File: config.mk
export PLATFORM = sky130hd
export DESIGN_NAME = ccs_regs
export DESIGN_NICKNAME = d
export VERILOG_FILES = /design/src/pkg/ccs_pkg.sv /design/src/ccs_regs.sv /design/src/ccs_timeout.sv
export SDC_FILE = /design/constraint.sdc
export NUM_CORES = 1
export LEC_CHECK = 0
export BUFFER_PORTS_ARGS = -buffer_cell sky130_fd_sc_hd__buf_4
export CAP_MARGIN = 0
export CORE_MARGIN = 5
export CORE_UTILIZATION = 45
export CTS_CLUSTER_DIAMETER = 50
export DETAILED_ROUTE_END_ITERATION = 8
export GPL_TIMING_DRIVEN = 1
export PLACE_DENSITY = 0.74
export RECOVER_POWER = 50
export SYNTH_ARGS = -nofsm -noshare
export SYNTH_HDL_FRONTEND = slang
export SYNTH_HIERARCHICAL = 1
export SYNTH_SLANG_ARGS = --single-unit
File: constraint.sdc
create_clock -name CLK -period 3.8 [get_ports CLK]
set_input_delay 0.38 -clock CLK [delete_from_list [all_inputs] [get_ports CLK]]
set_output_delay 0.38 -clock CLK [all_outputs]
set_load 0.005 [all_outputs]
File: src/pkg/ccs_pkg.sv
//
// Purpose: Shared constants and carriers for the charger control and status
//          register group.
// Assumes: A 250 MHz device clock and a byte-wide register port.
// Notes:   Every offset, field position, reset value and time lives here.
//
package ccs_pkg;

    // ************************************************************
    // Register offsets and port widths.
    // ************************************************************
    localparam int ADDR_W = 4;
    localparam logic [3:0] OFS_FIXED  = 4'h4;
    localparam logic [3:0] OFS_CTRL1  = 4'h5;
    localparam logic [3:0] OFS_CTRL2  = 4'h6;
    localparam logic [3:0] OFS_STATUS = 4'h7;

    // ************************************************************
    // Reset and fixed values.
    // ************************************************************
    localparam logic [7:0] FIXED_VALUE = 8'h03;
    localparam logic [7:0] CTRL1_RESET = 8'h9d;
    localparam logic [7:0] CTRL2_RESET = 8'h33;
    localparam logic [7:0] UNMAPPED_READ = 8'h00;

    // ************************************************************
    // Field positions of control register one.
    // ************************************************************
    localparam int C1_TERM      = 7;
    localparam int C1_KICK      = 6;
    localparam int C1_PERIOD_HI = 5;
    localparam int C1_PERIOD_LO = 4;
    localparam int C1_SAFE_EN   = 3;
    localparam int C1_DUR_HI    = 2;
    localparam int C1_DUR_LO    = 1;
    localparam int C1_SLOW      = 0;

    // ************************************************************
    // Field positions of control register two and the status register.
    // ************************************************************
    localparam int C2_THERM_HI  = 5;
    localparam int C2_THERM_LO  = 4;
    localparam int C2_CHG_EN    = 3;
    localparam int C2_LOWB_HI   = 1;
    localparam int C2_LOWB_LO   = 0;
    localparam logic [7:0] C2_WRITABLE = 8'h3b;
    localparam int ST_PG        = 7;
    localparam int ST_ICR       = 6;
    localparam int ST_IVR       = 5;
    localparam int ST_THERM     = 4;
    localparam int ST_EXPIRED   = 3;

    // ************************************************************
    // Decoded field values.
    // ************************************************************
    localparam logic [6:0]  THERM_BASE_C  = 7'd60;
    localparam logic [6:0]  THERM_STEP_C  = 7'd20;
    localparam logic [11:0] LOWB_BASE_MV  = 12'd2600;
    localparam logic [11:0] LOWB_STEP_MV  = 12'd300;
    localparam logic [2:0]  PHASE_IDLE    = 3'h0;
    localparam logic [2:0]  PHASE_CC      = 3'h3;
    localparam logic [2:0]  PHASE_CV      = 3'h4;

    // ************************************************************
    // Times and derived cycle counts.
    // ************************************************************
    localparam longint CLK_HZ            = 250_000_000;
    localparam longint TIMEOUT_BASE_S    = 40;
    localparam longint TIMEOUT_BASE_CYC  = TIMEOUT_BASE_S * CLK_HZ;
    localparam longint SAFETY_HOUR_S     = 3600;
    localparam longint SAFETY_HOUR_CYC   = SAFETY_HOUR_S * CLK_HZ;
    localparam logic [4:0] SAFETY_H0     = 5'd5;
    localparam logic [4:0] SAFETY_H1     = 5'd8;
    localparam logic [4:0] SAFETY_H2     = 5'd12;
    localparam logic [4:0] SAFETY_H3     = 5'd20;
    localparam int CNT_W                 = 48;

    // ************************************************************
    // Carriers.
    // ************************************************************
    typedef struct packed {
        logic       power_good_state;
        logic       input_current_reg_state;
        logic       input_voltage_reg_state;
        logic       thermal_reg_state;
        logic [2:0] charge_phase;
    } ccs_live_t;

    typedef struct packed {
        logic        termination_enable;
        logic        charge_enable;
        logic [6:0]  thermal_limit_c;
        logic [11:0] low_battery_mv;
        logic        safety_running;
        logic        safety_expired;
        logic        timeout_expired;
    } ccs_ctrl_t;

endpackage

File: src/ccs_regs.sv
//
// Purpose: Control and status register group of the battery charger.
// Assumes: A serial front end turns bus transactions into byte-wide
//          register strobes on this port; live conditions arrive synchronous.
// Notes:   Host timeout and charge safety timer are kept here.
//
`timescale 1ns/1ps

// Functional notes
// - Register at offset 4 always reads 03h.
// - Changing the timeout period field restarts the timeout counter; same value does not.
// - Changing the safety duration field restarts the safety timer.
// - Bit 7 of control one enables charge termination.
// - Writing the kick bit restarts the timeout timer, then the bit self-clears.
// - Period codes 0..3 mean off, 40 s, 80 s, 160 s.
// - Safety timer runs only when enabled; codes give 5, 8, 12, 20 hours.
// - Slowdown bit halves safety timer rate during input or thermal regulation.
// - After timeout, charge enable held reset until a kick or period change, then re-enable.
// - Thermal field selects 60, 80, 100, 120 degrees Celsius.
// - Bit 3 of control two enables the charger.
// - Low-battery codes select 2.6, 2.9, 3.2, 3.5 volts.
// - Control two bits 7-6 and 2 always read zero.
// - Status bit 4 shows thermal regulation live.
// - Status bits 7, 6, 5 show power good and input regulations live.
// - Status bit 3 sets on timeout expiry; a kick or period change clears it.
// - Status bits 2-0 report charge phase: 0, 3 or 4.
// - Control one resets to 9Dh.
// - Control two resets to 33h.
module ccs_regs #(
    parameter longint TIMEOUT_CYC = ccs_pkg::TIMEOUT_BASE_CYC,
    parameter longint HOUR_CYC    = ccs_pkg::SAFETY_HOUR_CYC
) (
    // Clock and reset.
    input  wire logic                          CLK,
    input  wire logic                          SRST,
    // Register port.
    input  wire logic [ccs_pkg::ADDR_W-1:0]    REG_ADDR,
    input  wire logic                          REG_WR,
    input  wire logic [7:0]                    REG_WDATA,
    input  wire logic                          REG_RD,
    output logic [7:0]                         REG_RDATA,
    // Live charger conditions.
    input  wire ccs_pkg::ccs_live_t            LIVE,
    // Decoded control to the charger core.
    output ccs_pkg::ccs_ctrl_t                 CTRL
);

    localparam int CW = ccs_pkg::CNT_W;

    // ************************************************************
    // Elaboration check.
    // ************************************************************
    if (HOUR_CYC < 1 || (HOUR_CYC * 20) >= (64'd1 << CW)) begin : g_chk
        $error("ccs_regs: safety hour count does not fit the counter");
    end

    // ************************************************************
    // Declarations.
    // ************************************************************
    logic [7:0]    ctrl1;
    logic [7:0]    ctrl2;
    logic          expired;
    logic [7:0]    next_ctrl1;
    logic [7:0]    next_ctrl2;
    logic [7:0]    status_byte;
    logic [7:0]    read_mux;
    logic          wr_ctrl1;
    logic          wr_ctrl2;
    logic          kick;
    logic          period_change;
    logic          dur_change;
    logic          timeout_restart;
    logic          timeout_hit;
    logic [1:0]    period;
    logic [1:0]    dur;
    logic          safe_en;
    logic          slow_active;
    logic          safe_phase;
    logic          safe_step;
    logic [CW-1:0] safe_count;
    logic [CW-1:0] next_safe_count;
    logic [CW-1:0] safe_limit;
    logic [4:0]    safe_hours;
    logic          safe_done;
    logic [2:0]    phase_rpt;
    ccs_pkg::ccs_ctrl_t next_ctrl;

    // ************************************************************
    // Write decode.
    // ************************************************************

    // Status and fixed registers have no write strobe at all.
    assign wr_ctrl1 = REG_WR && (REG_ADDR == ccs_pkg::OFS_CTRL1);
    assign wr_ctrl2 = REG_WR && (REG_ADDR == ccs_pkg::OFS_CTRL2);

    // A kick is any control-one write with the kick bit set.
    assign kick = wr_ctrl1 && REG_WDATA[ccs_pkg::C1_KICK];

    // Only a different value counts as a change.
    assign period_change = wr_ctrl1 &&
        (REG_WDATA[ccs_pkg::C1_PERIOD_HI:ccs_pkg::C1_PERIOD_LO] !=
         ctrl1[ccs_pkg::C1_PERIOD_HI:ccs_pkg::C1_PERIOD_LO]);
    assign dur_change = wr_ctrl1 &&
        (REG_WDATA[ccs_pkg::C1_DUR_HI:ccs_pkg::C1_DUR_LO] !=
         ctrl1[ccs_pkg::C1_DUR_HI:ccs_pkg::C1_DUR_LO]);

    // Expiry rewrites the period to its default without a restart; the hit itself clears the count.
    assign timeout_restart = kick || period_change;

    // ************************************************************
    // Next register values.
    // ************************************************************

    // Expiry wins over a write in the same cycle: the host is presumed lost.
    always_comb begin
        next_ctrl1 = ctrl1;
        next_ctrl2 = ctrl2;
        next_ctrl1[ccs_pkg::C1_KICK] = 1'b0;
        if (timeout_hit) begin
            next_ctrl1 = ccs_pkg::CTRL1_RESET;
            next_ctrl2 = {ccs_pkg::CTRL2_RESET[7:2],
                          ctrl2[ccs_pkg::C2_LOWB_HI:ccs_pkg::C2_LOWB_LO]};
        end else begin
            if (wr_ctrl1) begin
                next_ctrl1 = REG_WDATA;
            end
            if (wr_ctrl2) begin
                next_ctrl2 = REG_WDATA & ccs_pkg::C2_WRITABLE;
            end
        end
        // Charging stays off while the timeout stands unserviced.
        if (expired && !kick) begin
            next_ctrl2[ccs_pkg::C2_CHG_EN] = 1'b0;
        end
    end

    // Register state with documented reset values.
    always_ff @(posedge CLK) begin
        if (SRST) begin
            ctrl1 <= ccs_pkg::CTRL1_RESET;
            ctrl2 <= ccs_pkg::CTRL2_RESET;
        end else begin
            ctrl1 <= next_ctrl1;
            ctrl2 <= next_ctrl2;
        end
    end

    // Sticky expired flag: a new expiry beats a clearing kick.
    always_ff @(posedge CLK) begin
        if (SRST) begin
            expired <= 1'b0;
        end else if (timeout_hit) begin
            expired <= 1'b1;
        end else if (timeout_restart) begin
            expired <= 1'b0;
        end
    end

    // ************************************************************
    // Host-timeout timer.
    // ************************************************************
    assign period = ctrl1[ccs_pkg::C1_PERIOD_HI:ccs_pkg::C1_PERIOD_LO];

    // The timer sees the old period on the change cycle and restarts anyway.
    ccs_timeout #(
        .BASE_CYC (TIMEOUT_CYC),
        .CNT_W    (CW)
    ) u_timeout (
        .clk     (CLK),
        .srst    (SRST),
        .period  (period),
        .restart (timeout_restart),
        .expire  (timeout_hit)
    );

    // ************************************************************
    // Charge safety timer.
    // ************************************************************
    assign dur     = ctrl1[ccs_pkg::C1_DUR_HI:ccs_pkg::C1_DUR_LO];
    assign safe_en = ctrl1[ccs_pkg::C1_SAFE_EN];

    // Duration code to hours.
    assign safe_hours = (dur == 2'd0) ? ccs_pkg::SAFETY_H0 :
                        (dur == 2'd1) ? ccs_pkg::SAFETY_H1 :
                        (dur == 2'd2) ? ccs_pkg::SAFETY_H2 :
                                        ccs_pkg::SAFETY_H3;
    assign safe_limit = CW'(HOUR_CYC) * CW'(safe_hours);

    // Half rate while slowed and any regulation loop is active.
    assign slow_active = ctrl1[ccs_pkg::C1_SLOW] &&
                         (LIVE.input_current_reg_state ||
                          LIVE.input_voltage_reg_state ||
                          LIVE.thermal_reg_state);
    assign safe_step = safe_en && !safe_done &&
                       (!slow_active || safe_phase);
    assign safe_done = (safe_count >= safe_limit);

    // A disabled timer or a new duration clears the count.
    assign next_safe_count = (!safe_en || dur_change) ? '0
                           : safe_step ? safe_count + CW'(1)
                           : safe_count;

    // The phase bit divides by two; it only matters in slowed mode.
    always_ff @(posedge CLK) begin
        if (SRST) begin
            safe_count <= '0;
            safe_phase <= 1'b0;
        end else begin
            safe_count <= next_safe_count;
            safe_phase <= !safe_phase;
        end
    end

    // ************************************************************
    // Status and read path.
    // ************************************************************

    // Reserved phase codes are passed through unchanged from the core.
    assign phase_rpt = LIVE.charge_phase;

    assign status_byte = {LIVE.power_good_state,
                          LIVE.input_current_reg_state,
                          LIVE.input_voltage_reg_state,
                          LIVE.thermal_reg_state,
                          expired,
                          phase_rpt};

    assign read_mux =
        (REG_ADDR == ccs_pkg::OFS_FIXED)  ? ccs_pkg::FIXED_VALUE :
        (REG_ADDR == ccs_pkg::OFS_CTRL1)  ? ctrl1 :
        (REG_ADDR == ccs_pkg::OFS_CTRL2)  ? ctrl2 :
        (REG_ADDR == ccs_pkg::OFS_STATUS) ? status_byte :
                                            ccs_pkg::UNMAPPED_READ;

    // Read data is captured on the read strobe and held until the next.
    always_ff @(posedge CLK) begin
        if (SRST) begin
            REG_RDATA <= 8'h00;
        end else if (REG_RD) begin
            REG_RDATA <= read_mux;
        end
    end

    // ************************************************************
    // Decoded control outputs.
    // ************************************************************
    always_comb begin
        next_ctrl = '0;
        next_ctrl.termination_enable = ctrl1[ccs_pkg::C1_TERM];
        next_ctrl.charge_enable      = ctrl2[ccs_pkg::C2_CHG_EN];
        next_ctrl.thermal_limit_c    = ccs_pkg::THERM_BASE_C +
            7'(ctrl2[ccs_pkg::C2_THERM_HI:ccs_pkg::C2_THERM_LO] *
               ccs_pkg::THERM_STEP_C);
        next_ctrl.low_battery_mv     = ccs_pkg::LOWB_BASE_MV +
            12'(ctrl2[ccs_pkg::C2_LOWB_HI:ccs_pkg::C2_LOWB_LO] *
                ccs_pkg::LOWB_STEP_MV);
        next_ctrl.safety_running     = safe_en && !safe_done;
        next_ctrl.safety_expired     = safe_en && safe_done;
        next_ctrl.timeout_expired    = expired;
    end

    // Registered so the core sees glitch-free settings.
    always_ff @(posedge CLK) begin
        if (SRST) begin
            CTRL <= '0;
        end else begin
            CTRL <= next_ctrl;
        end
    end

endmodule // ccs_regs

File: src/ccs_timeout.sv
//
// Purpose: Host-timeout timer with a two-bit period code.
// Assumes: Restart is a one-cycle pulse from the register logic.
// Notes:   Code 0 stops the timer; 1, 2, 3 give 1x, 2x, 4x the base.
//
`timescale 1ns/1ps
module ccs_timeout #(
    parameter longint BASE_CYC = ccs_pkg::TIMEOUT_BASE_CYC,
    parameter int     CNT_W    = ccs_pkg::CNT_W
) (
    // Clock and reset.
    input  wire logic       clk,
    input  wire logic       srst,
    // Control.
    input  wire logic [1:0] period,
    input  wire logic       restart,
    // Result.
    output logic            expire
);

    logic [CNT_W-1:0] count;
    logic [CNT_W-1:0] next_count;
    logic [CNT_W-1:0] limit;
    logic             running;
    logic             hit;

    // ************************************************************
    // Elaboration check.
    // ************************************************************
    if (BASE_CYC < 1 || (BASE_CYC * 4) >= (64'd1 << CNT_W)) begin : g_chk
        $error("ccs_timeout: base count does not fit the counter");
    end

    // Period decode: 1x, 2x, 4x of the base, zero disables.
    assign running = (period != 2'd0);
    assign limit   = CNT_W'(BASE_CYC) << (period - 2'd1);
    assign hit     = running && (count == limit - CNT_W'(1));
    assign next_count = (restart || !running || hit) ? '0
                      : count + CNT_W'(1);

    // The expiry pulse is registered so the register logic sees it clean.
    always_ff @(posedge clk) begin
        if (srst) begin
            count  <= '0;
            expire <= 1'b0;
        end else begin
            count  <= next_count;
            expire <= hit && !restart;
        end
    end

endmodule // ccs_timeout

==> results by group, run 1 <==
Detailed routing
  • Antenna Violating Nets Remaining: 0
  • Total routed wirelength: 18500 um
  • DRC errors left: 0
  • Vias per cell: roughly 5.7
  • DR vias: 6899
  • Drt wl/cell: roughly 15 um
  • Drt pass-1 iters: 5
  • Number of DRC markers in iteration 0: approximately 430

Clocking
  • H-tree levels: 4
  • CTS tree: done
  • Clock sink count: approximately 140
  • # hold bufs at CTS: 0
  • Max Buffers Root-to-Sink: 2
  • CTS root buffer: clkbuf_16
  • Clock slew at reported path FFs: about 0.060 ns
  • Total CTS buffers: 17
  • Skew-Pair Late Insertion Delay: ~0.43 ns

Logic synthesis
  • Post-Syn Area: between 7000 and 8000 um2
  • Post-synth EDFFs: 0
  • Post-Syn Instances: 932
  • Synth Warn #: 6
  • Synth Register Bits: between 100 and 150
  • Mean Syn Cell Area: 8.41 um2
  • Synth Flop Type: dfxtp_1
  • Yosys cell types: 58
  • Top cells by area, synth: dfxtp_1, ha_1, a21oi_1
  • Synth top area share: between 30% and 40%
  • Most common cell in the netlist: dfxtp_1
  • Post-synthesis sequential area ratio: between 30% and 40%
  • Post-synth top area cell: dfxtp_1
  • Asr flop ratio synth: 0%
  • Top cells by count, synth: dfxtp_1, nor2_1, nand2_1

Floorplan
  • I/O pin count: 55
  • Die width: 142 um
  • Die area: roughly 20000 um2
  • Core Area: around 17000 um2
  • Initial Util: between 40% and 50%
  • Site Rows: between 40 and 50
  • Die height: 142 um

Timing
  • Fin. Hold Viols: 0
  • Final Cycle Share: between 90% and 100%
  • Rel. slew slack: between 6 and 7%
  • Least-Margin Pin Slew: 1.40 ns
  • Slew Limit Fails: 0
  • Final setup viols: 0
  • Min Tclk post-route: about 3.5 ns
  • Worst clock skew: ~0.0088 ns
  • Fmax: between 200 and 300 MHz

Global routing
  • GR Overflow Total: 0
  • Number of global-route vias before repair: roughly 6400
  • Total track usage: between 10% and 20%
  • Initial antenna violation count: 0
  • First-pass GRT wire length: between 30000 and 40000 um
  • Largest net degree at the start of global routing: between 70 and 80

Cells and area
  • Final nets: around 1100
  • Fraction of layout cells with a size suffix above 1: a little under an eighth
  • Final core occ: between 50% and 60%
  • N_diodes: 0
  • Area Growth Syn to Fin: 15.6%
  • Final non-filler cell total: 1211

Setup path
  • CP Launch Type: flip-flop
  • Cells along the critical path: inv_1 -> buf_4 -> ha_1 -> inv_1 -> nor2_1 -> ha_1 -> inv_1 -> ha_1 -> o211ai_2 -> a21oi_1 -> a2111oi_2 -> o21ai_2 -> a211o_2 -> buf_12 -> or4_1 -> a21oi_1
  • Worst Setup End Kind: flip-flop
  • Critical path data arrival time: 3.88 ns
  • Crit-path max cell delay: just over 0.5 ns
  • Crit-path max FO: 37
  • R2r setup slk: 0.27 ns
  • Req. time, crit path: between 4 and 5 ns
  • Crit Path Class: flip-flop to flip-flop
  • Crit-path slowest cell: or4_1
  • Largest delay share family, worst path: compound AO/OA/AOI/OAI gates
  • Worst Path Buf+Inv: 5

Power
  • PwrDens: 388 nW/um2
  • Peak supply drop: ~0.41 mV
  • Leak: ~3.5 nW

Run status
  • Status: finished clean

Placement
  • Placer congestion estimate: ~0.83
  • Detailed Place HPWL: between 10000 and 15000 um
  • Dpl cells: between 1000 and 1500
  • IO buf count: 50

Run
  • Max cap viols: 0

Worst hold path
  • Hold crit path type: input pin to flip-flop
[tightest hold or removal path: cells and delay by family]
kind | cells | cell delay (ns)
buffers and inverters | 1 | 0.08
AND/OR/NAND/NOR | 2 | 0.10
[routing by layer]
metal | GRT usage [%] | vias up | wire length, um
met2 | 30.5 | 132 | 9170
met4 | 5.30 | 0 | 212
met1 | 23.7 | 3291 | 8410
li1 | - | 3457 | -
met3 | 3.83 | 19 | 735
met5 | 0 | - | 0
[what timing repair did]
action	CTS	global route
buffers inserted	0	1
gates resized for setup	0	5
setup endpoints to repair	0	36
[stage by stage]
stage                     power, mW  area, um2  hold slack, ns  worst slack (ns)  TNS [ns]
after floorplan                1.63       7850           0.378             0.236         0
after global placement         1.70       8370           0.394             0.268         0
after detailed placement       1.70       8370           0.389             0.181         0
after CTS                      3.55       9030           0.159             0.150         0
after global routing           3.64       9060           0.172          -0.00683  -0.00683
final                          3.52       9060           0.170             0.270         0
[report_power, final]
part           internal, mW  switching, mW  total (mW)
sequential             1.47         0.0130        1.48
clock                  1.20          0.648        1.85
combinational        0.0682          0.116       0.185
[cell families (layout without fill, tap and decap cells)]
| logic type | count (synthesis) | after routing | synth area share (%) |
|---|---|---|---|
| AO/OA/AOI/OAI | 163 | 163 | 12.9 |
| AND/OR/NAND/NOR | 413 | 413 | 28.4 |
| XOR/XNOR | 60 | 60 | 6.71 |
| adder cells (fa/ha/maj) | 61 | 61 | 9.74 |
| other | 1 | 4 | 0.0479 |
| multiplexers | 14 | 14 | 1.84 |
| flip-flops | 138 | 138 | 35.3 |
| buffers and inverters | 82 | 133 | 5.06 |
[layout make-up]
| cell class | count | area (um2) |
|---|---|---|
| fillers | 1588 | 8120 |
| repair buffers | 66 | 499 |
| well taps | 225 | 282 |
| inverters | 35 | 131 |
| flip-flops and latches | 138 | 2760 |
| clock buffers | 19 | 453 |
| multi-input cells | 715 | 4720 |
| clock inverters | 13 | 214 |
[worst paths after layout]
check                     from             end  depth (start not counted)
hold / removal    REG_WDATA[7]        ctrl1[7]                          3
setup / recovery      ctrl1[2]  safe_count[39]                         16
hold reg to reg     safe_phase      safe_phase                          1
setup reg to reg      ctrl1[2]  safe_count[39]                         16
[placed cells by master, fill, tap and decap left out, types with 5 or more instances in the layout]
master	count
a21oi_1	68
and2_1	5
and3_1	20
and4_1	7
buf_4	34
bufinv_16	5
clkbuf_1	7
clkbuf_16	18
clkbuf_4	23
dfxtp_1	138
ha_1	61
inv_1	35
mux2i_1	11
nand2_1	77
nand2b_1	12
nand3_1	49
nand4_1	45
nor2_1	81
nor2b_1	13
nor3_1	24
nor4_1	18
o211ai_1	7
o21ai_0	24
o31ai_1	33
or3_1	9
or4_1	35
xnor2_1	22
xor2_1	38
[registers in the layout, summed over array words and instances, names as in the netlist]
register,cells
u_timeout/expire,1
ctrl2,5
REG_RDATA,8
CTRL,18
safe_phase,1
ctrl1,8
safe_count,48
u_timeout/count,48
expired,1
Power figures use the tool's default switching activity.
==> run 2, diff against run 1 <==
Settings changed: CORE_UTILIZATION 45 to 50, PLACE_DENSITY 0.74 to 0.8.
==> run 2 against run 1 <==
Register-to-register slack got worse by 0.08 ns. Largest cell class unchanged. Sequential power barely moved. Die area fell by 9.3%. Maximum frequency fell by 2.2%. Sequential share of layout area rose by 0.37 points. Largest power group unchanged. Cell area fell by 1.2%. First-iteration DRC count rose by 4.4%.
==> results by group, run 2 (synthesis results as in run 1) <==
Clocking
  • Skew-Pair Late Insertion Delay: 0.42 ns
  • Post-CTS Setup Inserts: 0
  • H-tree levels: 4
  • CTS root buffer: clkbuf_16
  • CTS tree: done
  • Clock slew at reported path FFs: about 0.060 ns
  • Total CTS buffers: 17
  • Max Buffers Root-to-Sink: 2
  • Clock sink count: around 140

Run status
  • Status: finished clean

Floorplan
  • Core Area: about 15000 um2
  • Site Rows: between 40 and 50
  • Die area: approximately 18000 um2
  • Die height: ~140 um
  • Initial Util: approximately half
  • Die width: 135 um
  • I/O pin count: 55

Cells and area
  • Biggest regs: safe_count x48, u_timeout/count x48, CTRL x18
  • Post-layout instance area: 8950 um2
  • N_diodes: 0
  • Final core occ: 58.4%
  • Final non-filler cell total: 1196
  • Final nets: 1057
  • Most frequent cells in the layout: dfxtp_1, nor2_1, nand2_1, a21oi_1, ha_1
  • Fraction of layout cells with a size suffix above 1: 11.5%
  • Most common cell after layout, fill and taps aside: dfxtp_1
  • Fillcell total: 1339
  • Area Growth Syn to Fin: 14.2%

Placement
  • IO buf count: 50
  • Detailed Place HPWL: 12600 um
  • Dpl cells: roughly 1200
  • Placer congestion estimate: ~0.88
  • Area of placed instances: roughly 8400 um2
  • Pre-CTS setup slack: around 0.11 ns

Global routing
  • First-pass GRT wire length: 30400 um
  • Number of global-route vias before repair: about 6500
  • Initial antenna violation count: 0
  • Largest net degree at the start of global routing: 70
  • Total track usage: 20.0%
  • GR Overflow Total: 0

Detailed routing
  • DRC errors left: 0
  • Vias per cell: slightly below 6
  • Number of DRC markers in iteration 0: roughly 450
  • Drt wl/cell: between 15 and 20 um
  • Antenna Violating Nets Remaining: 0
  • Total routed wirelength: approximately 18000 um
  • Drt pass-1 iters: 5
  • DR vias: 6943

Timing
  • Min Tclk post-route: 3.61 ns
  • Slew Limit Fails: 0
  • Hold slack final: around 0.17 ns
  • Worst clock skew: approximately 0.0083 ns
  • Final worst slack: ~0.19 ns
  • Least-Margin Pin Slew: 1.40 ns
  • Final TNS setup: 0 ns
  • Rel. slew slack: between 6 and 7%
  • Fmax: 277 MHz
  • Final Cycle Share: between 90% and 100%
  • Final setup viols: 0
  • Fin. Hold Viols: 0

Power
  • Flop pwr share: between 40% and 50%
  • PwrDens: 365 nW/um2
  • Clock power share: 49.0%
  • Cell Int Power: 2.51 mW
  • Switch share: about 23%
  • Overall Power: between 3 and 4 mW
  • Psw: 0.756 mW
  • Leak: between 3 and 4 nW
  • Gate power share: about 5.7%
  • Peak supply drop: 0.320 mV

Setup path
  • Crit-path max FO: 44
  • CP Launch Type: flip-flop
  • Crit path launch: ctrl1[1]
  • Req. time, crit path: roughly 4.1 ns
  • Worst Setup End Kind: flip-flop
  • FF-to-FF Start: ctrl1[1]
  • Critical path data arrival time: 3.95 ns
  • Crit Path Class: flip-flop to flip-flop

Worst hold path
  • Hold crit path type: input pin to flip-flop
  • Hold Startpoint: REG_WDATA[7]

Run
  • Max cap viols: 0
[run 2: cell count changes in the layout (fill, tap and decap cells not counted), sizes merged]
cell	change
bufinv	-3
clkinv	+2
clkinvlp	+1
inv	-2
clkbuf	+1
[run 2: repair_timing]
| item | 4_1_cts | 5_1_grt |
|---|---|---|
| hold endpoints to repair | 0 | 0 |
| resized for setup | 0 | 7 |
| hold buffers | 0 | 0 |
| endpoints found under the setup margin | 0 | 39 |
[run 2: final cells by class]
cell class | instances | area [um2] | share of cell area (%)
Clock buffer | 20 | 447 | 4.99
Clock inverter | 11 | 124 | 1.38
Inverter | 35 | 131 | 1.47
Multi-Input combinational cell | 715 | 4720 | 52.8
Sequential cell | 138 | 2760 | 30.9
Tap cell | 211 | 264 | 2.95
Timing Repair Buffer | 66 | 498 | 5.56
[run 2: layer usage]
layer | track usage [%] | up-vias | routed length (um)
met5 | 0 | - | 0
met4 | 8.23 | 0 | 335
met3 | 3.12 | 30 | 779
met2 | 32.7 | 180 | 8690
met1 | 26.3 | 3261 | 8340
li1 | - | 3472 | -
[run 2: worst max-delay path, stage by stage, from the launching register on]
cell and delay [ns]:
dfxtp_1 0.31, inv_1 0.12, ha_2 0.33, inv_1 0.11
nor2_1 0.05, ha_1 0.29, inv_1 0.04, ha_1 0.31
o211ai_2 0.09, nor4_1 0.10, a2111oi_2 0.37, o21ai_2 0.15
a211o_4 0.42, buf_12 0.19, or4_1 0.49, a21oi_1 0.16
[run 2: power groups by stage]
stage                     combinational (mW)  clock (mW)  sequential [mW]
after global routing                   0.208        1.69             1.48
final                                  0.187        1.60             1.48
after detailed placement               0.188           0             1.51
after floorplan                        0.119           0             1.51
after CTS                              0.189        1.62             1.48
after global placement                 0.185           0             1.51
[run 2: final timing paths]
check / cells after the start / slack (ns) / to
max: 15 / 0.19 / safe_count[12]
min: 3 / 0.17 / ctrl1[7]
max reg2reg: 15 / 0.19 / safe_count[12]
min reg2reg: 1 / 0.40 / safe_phase
